===== config.mk =====
export PLATFORM = sky130hd
export DESIGN_NAME = lvwr_regs
export DESIGN_NICKNAME = d
export VERILOG_FILES = /design/src/hdl/lvwr_pkg.sv /design/src/hdl/lvwr_regs.sv
export SDC_FILE = /design/constraint.sdc
export NUM_CORES = 1
export LEC_CHECK = 0
export ABC_AREA = 1
export BUFFER_PORTS_ARGS = -buffer_cell sky130_fd_sc_hd__buf_2
export CORE_MARGIN = 2
export CORE_UTILIZATION = 45
export DETAILED_ROUTE_END_ITERATION = 8
export PLACE_DENSITY = 0.73
export SLEW_MARGIN = 5
export SYNTH_ARGS = -nofsm -noshare
export SYNTH_HDL_FRONTEND = slang
export SYNTH_SLANG_ARGS = --single-unit

===== constraint.sdc =====
create_clock -name CLK -period 1.9 [get_ports CLK]
set_input_delay 0.095 -clock CLK [delete_from_list [all_inputs] [get_ports CLK]]
set_output_delay 0.095 -clock CLK [all_outputs]
set_load 0.01 [all_outputs]

===== src/hdl/lvwr_pkg.sv =====
package lvwr_pkg;
  // Register indices; byte address is four times the index
  localparam logic [7:0] IDX_WARN = 8'h01;
  localparam logic [7:0] IDX_REG = 8'h02;
  localparam logic [7:0] IDX_DETECT = 8'h10;
  localparam logic [7:0] IDX_IRQ_STAT = 8'h11;
  localparam logic [7:0] IDX_IRQ_MASK = 8'h12;
  localparam logic [9:0] ADDR_WARN = {IDX_WARN, 2'b00};
  localparam logic [9:0] ADDR_REG = {IDX_REG, 2'b00};
  localparam logic [9:0] ADDR_DETECT = {IDX_DETECT, 2'b00};
  localparam logic [9:0] ADDR_IRQ_STAT = {IDX_IRQ_STAT, 2'b00};
  localparam logic [9:0] ADDR_IRQ_MASK = {IDX_IRQ_MASK, 2'b00};
  // Warning register fields
  localparam int WARN_FLAG_BIT = 7;
  localparam int WARN_ACK_BIT = 6;
  localparam int WARN_IE_BIT = 5;
  localparam int WARN_SEL_LSB = 0;
  // Regulator register field
  localparam int REG_RUN_BIT = 2;
  // Reset values
  localparam logic [1:0] WARN_SEL_RST = 2'h0;
  localparam logic [1:0] DETECT_SEL_RST = 2'h0;
  localparam logic WARN_IE_RST = 1'b0;
  localparam logic IRQ_MASK_RST = 1'b0;
endpackage : lvwr_pkg


===== src/hdl/lvwr_regs.sv =====
// Design decision made here: strobed register access.
`timescale 1ns/1ps
`default_nettype none
// Operation
// - Set warning flag on supply falling below warning trip, including right after reset.
// - Warning flag is read-only bit 7; one means warning seen.
// - Writing one to bit 6 clears the flag; zero does nothing.
// - Acknowledge bit is write-only and always reads zero.
// - Interrupt request while enable bit 5 and flag are both set.
// - Bits 4 to 2 of warning register read zero.
// - Two-bit trip select at bits 1:0 picks one of four levels.
// - Both warning and detect trip selects go to the analogue side.
// - Trip select is reset by power-on reset only.
// - Other warning bits reset by chip reset except low-leakage exit.
// - Monitoring is off in very-low-power or low-leakage modes.
// - Regulator register resets on chip reset except low-leakage exit.
// - Read-only regulator run status follows the regulator state input.
module lvwr_regs (
  // Clock and resets
  input wire logic CLK,
  input wire logic RST_B,
  input wire logic POR_B,
  // Register port
  input wire logic [9:0] ADDR,
  input wire logic [7:0] WDATA,
  input wire logic WR,
  input wire logic RD,
  output logic [7:0] RDATA,
  // Analogue side
  input wire logic SUPPLY_BELOW_WARN,
  input wire logic REG_IN_RUN,
  input wire logic LOW_POWER_MODE,
  output logic [1:0] WARN_TRIP_SEL,
  output logic [1:0] DETECT_TRIP_SEL,
  output logic MONITOR_EN,
  // Interrupts
  output logic WARN_IRQ,
  output logic IRQ
);
  logic [2:0] below_sync_q;
  logic [2:0] mode_sync_q;
  logic [2:0] run_sync_q;
  logic below_q, mode_q, run_q, below_prev_q;
  logic flag_q, ie_q, irq_q, wirq_q, mask_q, stat_q, mon_q;
  logic [1:0] sel_q, dsel_q;
  logic [7:0] rdata_q;
  // The first stage of each synchroniser feeds only the second
  always_ff @(posedge CLK or negedge RST_B) begin
    if (!RST_B) begin
      below_sync_q <= 3'h0;
      mode_sync_q <= 3'h0;
      run_sync_q <= 3'h0;
    end else begin
      below_sync_q <= {below_sync_q[1:0], SUPPLY_BELOW_WARN};
      mode_sync_q <= {mode_sync_q[1:0], LOW_POWER_MODE};
      run_sync_q <= {run_sync_q[1:0], REG_IN_RUN};
    end
  end
  // A change counts once stages two and three agree
  always_ff @(posedge CLK or negedge RST_B) begin
    if (!RST_B) begin
      below_q <= 1'b0;
      mode_q <= 1'b0;
      run_q <= 1'b0;
    end else begin
      if (below_sync_q[2] == below_sync_q[1]) below_q <= below_sync_q[2];
      if (mode_sync_q[2] == mode_sync_q[1]) mode_q <= mode_sync_q[2];
      if (run_sync_q[2] == run_sync_q[1]) run_q <= run_sync_q[2];
    end
  end
  // Decode
  wire wr_warn = WR && (ADDR == lvwr_pkg::ADDR_WARN);
  wire wr_det = WR && (ADDR == lvwr_pkg::ADDR_DETECT);
  wire wr_mask = WR && (ADDR == lvwr_pkg::ADDR_IRQ_MASK);
  wire rd_stat = RD && (ADDR == lvwr_pkg::ADDR_IRQ_STAT);
  wire ack = wr_warn && WDATA[lvwr_pkg::WARN_ACK_BIT];
  // Monitoring suspended in low-power modes regardless of settings
  wire mon_active = !mode_q;
  // below_prev_q resets to 0, so a supply already low sets the flag after reset
  wire warn_event = mon_active && below_q && !below_prev_q;
  // Set wins over acknowledge; recovery alone never clears
  wire flag_d = warn_event ? 1'b1 : (ack ? 1'b0 : flag_q);
  wire stat_d = warn_event ? 1'b1 : (rd_stat ? 1'b0 : stat_q);
  // Request follows the enable as written in the same cycle, not one late
  wire ie_d = wr_warn ? WDATA[lvwr_pkg::WARN_IE_BIT] : ie_q;
  always_ff @(posedge CLK or negedge RST_B) begin
    if (!RST_B) begin
      below_prev_q <= 1'b0;
      flag_q <= 1'b0;
      ie_q <= lvwr_pkg::WARN_IE_RST;
      stat_q <= 1'b0;
      mask_q <= lvwr_pkg::IRQ_MASK_RST;
      mon_q <= 1'b0;
    end else begin
      below_prev_q <= below_q && mon_active;
      flag_q <= flag_d;
      stat_q <= stat_d;
      ie_q <= ie_d;
      if (wr_mask) mask_q <= WDATA[0];
      mon_q <= mon_active;
    end
  end
  // Trip selects live only on power-on reset
  always_ff @(posedge CLK or negedge POR_B) begin
    if (!POR_B) begin
      sel_q <= lvwr_pkg::WARN_SEL_RST;
      dsel_q <= lvwr_pkg::DETECT_SEL_RST;
    end else begin
      if (wr_warn) sel_q <= WDATA[lvwr_pkg::WARN_SEL_LSB +: 2];
      if (wr_det) dsel_q <= WDATA[1:0];
    end
  end
  // Read mux
  wire [7:0] warn_rd = {flag_q, 1'b0, ie_q, 3'h0, sel_q};
  wire [7:0] reg_rd = {5'h00, run_q, 2'h0};
  wire [7:0] rd_mux =
    (ADDR == lvwr_pkg::ADDR_WARN) ? warn_rd :
    (ADDR == lvwr_pkg::ADDR_REG) ? reg_rd :
    (ADDR == lvwr_pkg::ADDR_DETECT) ? {6'h00, dsel_q} :
    (ADDR == lvwr_pkg::ADDR_IRQ_STAT) ? {7'h00, stat_q} :
    (ADDR == lvwr_pkg::ADDR_IRQ_MASK) ? {7'h00, mask_q} : 8'h00;
  always_ff @(posedge CLK or negedge RST_B) begin
    if (!RST_B) begin
      rdata_q <= 8'h00;
      wirq_q <= 1'b0;
      irq_q <= 1'b0;
    end else begin
      rdata_q <= RD ? rd_mux : 8'h00;
      wirq_q <= ie_d && flag_d;
      irq_q <= mask_q && stat_d;
    end
  end
  assign RDATA = rdata_q;
  assign WARN_TRIP_SEL = sel_q;
  assign DETECT_TRIP_SEL = dsel_q;
  assign MONITOR_EN = mon_q;
  assign WARN_IRQ = wirq_q;
  assign IRQ = irq_q;
endmodule : lvwr_regs
`default_nettype wire

==> key figures <==
Clock network
  – Clock transition at path regs: 80 ps
  – Inserted Clock Buffers: 5
  – Clk Latency, worst-skew pair: 320 ps
  – # clock sinks: 29
  – H-tree Lvls: 2
  – Clock root buffer: clkbuf_4
  – Post-CTS setup buffers: 0
  – CTS tree: done
  – Clk buf depth: 2
  – Cts repair resizes: 0
  – # hold bufs at CTS: 5

Layout
  – # diodes: 0
  – Fraction of layout cells with a size suffix above 1: 38.99%
  – Fillers: about 220
  – Design Area, Final: 1530 um^2
  – Area grow syn2layout: 26.74%
  – Fin nets: 184

STA
  – RSZ-0062 raised after global routing: no
  – Slew headroom: 65.56%
  – Fin crit period: 961.7 ps
  – Pins Over Slew Limit: 0
  – Max frequency: 1040 MHz
  – Clock skew: between 10 and 15 ps
  – Setup Viol. Count Final: 0
  – Hold Slack: 34.00 ps
  – Setup TNS Final: 0 ps
  – Worst-margin pin slew: about 520 ps
  – Final hold vios: 0
  – Final period util: 50.62%

Hold path
  – Worst Hold Endpoint: DETECT_TRIP_SEL[1]$_DFFE_PN0P_
  – Hold Crit Start: WDATA[1]
  – Hold path depth: 3
  – Worst min path class: in2reg

Power
  – Combinational power share: a little under 8%
  – Part of the power in registers: 51.5%
  – Pleak: 0.0008143 uW
  – PD cells: 825.7 nW/um^2
  – Clock power share: 40.7%
  – P_sw: roughly 270 uW
  – Sw frac: 21.39%
  – Max IR drop VDD: 0.7869 mV
  – Pint: 993.2 uW

Worst setup path
  – Reg-to-reg slack, setup: around 960 ps
  – Worst path cell trace: buf_2
  – Crit Path Max Fanout: 3
  – Critical Path Sink Type: output port
  – Slowest stage delay, CP: ~400 ps
  – Crit. Startpoint: WARN_TRIP_SEL[1]$_DFFE_PN0N_
  – CP required: 1800 ps
  – Setup CP Type: reg2out
  – Worst path slowest cell: dfrtp_1
  – CP delay by family, top: flip-flops
  – WP data arrival: 870 ps
  – Startpoint types: flop
  – Worst r2r src: mode_q$_DFFE_PN0N_
  – Path depth of the worst reg2reg path: 3
  – R2R Path End: IRQ$_DFF_PN0_
  – CP bufs+invs: 1

Floorplan
  – Die Y: 55.80 um
  – Die width: approximately 56 um
  – IO Count: 41
  – Total core area: ~2500 um^2
  – Starting Density: 48.30%
  – Die footprint: 3114 um^2
  – Row cnt: 18

Logic synthesis
  – Count leader, synth: dfrtp_1
  – Synthesized flop and latch total: 29
  – Seq/Total Area, Yosys: 60.10%
  – Top cells by area, synth: dfrtp_1 60%, nand2_1 6.2%, inv_1 4.0%, nor2_4 3.7%, nand2_2 3.1%
  – Syn Inst Count: between 100 and 150
  – Fraction of registers with async set/reset: 100.0%
  – Post-synth EDFFs: 0
  – Share of the synthesized area in the top cell type: around 60%
  – Post-synth top flop: dfrtp_1
  – Commonest cells in the netlist: 29 x dfrtp_1, 20 x nand2_1, 13 x inv_1
  – Mapped Area: 1207 um^2
  – Dominant cell type by area after synthesis: dfrtp_1
  – Synthesis warning total: 0
  – Synth unique cells: 20
  – Avg Cell Area, Syn: between 10 and 15 um^2

GRT
  – GRT overflow: 0
  – Largest net degree at the start of global routing: 26
  – Vias in the first global route: 935
  – Antenna violations before repair: 0
  – First-pass GRT wire length: 3919 um
  – GRT Total Usage: 16.67%

Detailed routing
  – Drt pass-1 iters: 4
  – Vias per Instance: ~4.7
  – DR iter-0 viols: 15
  – Total wire length: 2168 um
  – Routed Antenna Nets: 0
  – Via count: 892
  – Drc violations: 0
  – Routed wire per std cell: 11.47 um

Placed design
  – Placed Area: 1395 um^2
  – Gpl congestion: just under 0.8
  – Post-DP HPWL: 1690 um
  – IO buf count: 33

Flow run
  – Max_cap viols: 0

Run status
  – Run status: completed
## sequential cells by signal, indices dropped and copies added (netlist names)
register,flops
below_q,1
MONITOR_EN,1
DETECT_TRIP_SEL,2
stat_q,1
below_sync_q,3
WARN_TRIP_SEL,2
flag_q,1
mode_sync_q,3
IRQ,1
below_prev_q,1
RDATA,5
WARN_IRQ,1
run_q,1
mode_q,1
ie_q,1
mask_q,1
run_sync_q,3
## how the worst max path moves through the flow
stage                                                end  slack, ps  cells after the start
after floorplan           DETECT_TRIP_SEL[1]$_DFFE_PN0P_       1030                      8
after global placement                RDATA[0]$_DFF_PN0_        810                      9
after detailed placement              RDATA[1]$_DFF_PN0_        760                      9
after CTS                               WARN_TRIP_SEL[1]        930                      1
after global routing                       IRQ$_DFF_PN0_        850                      4
final                                   WARN_TRIP_SEL[1]        940                      1
## worst register-to-register path, stage by stage (launching register included)
cell and delay (ps):
dfrtp_1 410, nor2_1 140, nand2_1 130, a21oi_1 190
## placed cells by master (no fill, tap or decap), drive strengths merged
cell,instances
a21oi,3
buf,33
bufinv,1
clkbuf,7
conb,3
dfrtp,29
dlygate4sd3,5
inv,17
maj3,3
nand2,28
nand3,7
nand4,5
nor2,14
o21ai,4
## area by class of cell
cell class	instances	area, um^2	area share, %
timing repair buffer	38	215.2	14.06
clock inverter	1	30.03	1.962
tap	30	37.54	2.453
clock buffer	7	55.05	3.598
multi-input combinational	67	402.9	26.33
inverter	17	63.81	4.170
sequential	29	725.7	47.42
## power by group through the flow
stage                     logic, uW  registers (uW)  clock network (uW)
after floorplan                43.9             662                   0
after global placement         87.4             661                   0
after detailed placement       92.2             663                   0
after CTS                       100             651                 528
after global routing            111             653                 570
final                          98.2             651                 515
## logic make-up after synthesis
logic type	share of synthesized area, %
and+or+nand+nor	26.74
buffers and inverters	7.150
other	0.3106
adders and majority gates	2.487
DFF	60.10
AOI/OAI and AO/OA	3.213
## per-layer routing
layer  GRT usage (%)  wire, um
met4           8.014        63
met3           6.977       134
met5               0         0
met2           27.89      1094
met1           18.17       876
## metrics by stage
step / power [uW] / util, % / cells / setup slack [ps]
global route: 1334 / 61.21 / 189 / 848.2
detailed placement: 754.9 / 55.81 / 176 / 757.8
floorplan: 706.2 / - / 116 / 1029
finish: 1263 / 61.21 / 189 / 938.3
CTS: 1279 / 61.21 / 189 / 928.6
global placement: 748.6 / 55.81 / 176 / 811.8
Power figures use the tool's default switching activity.
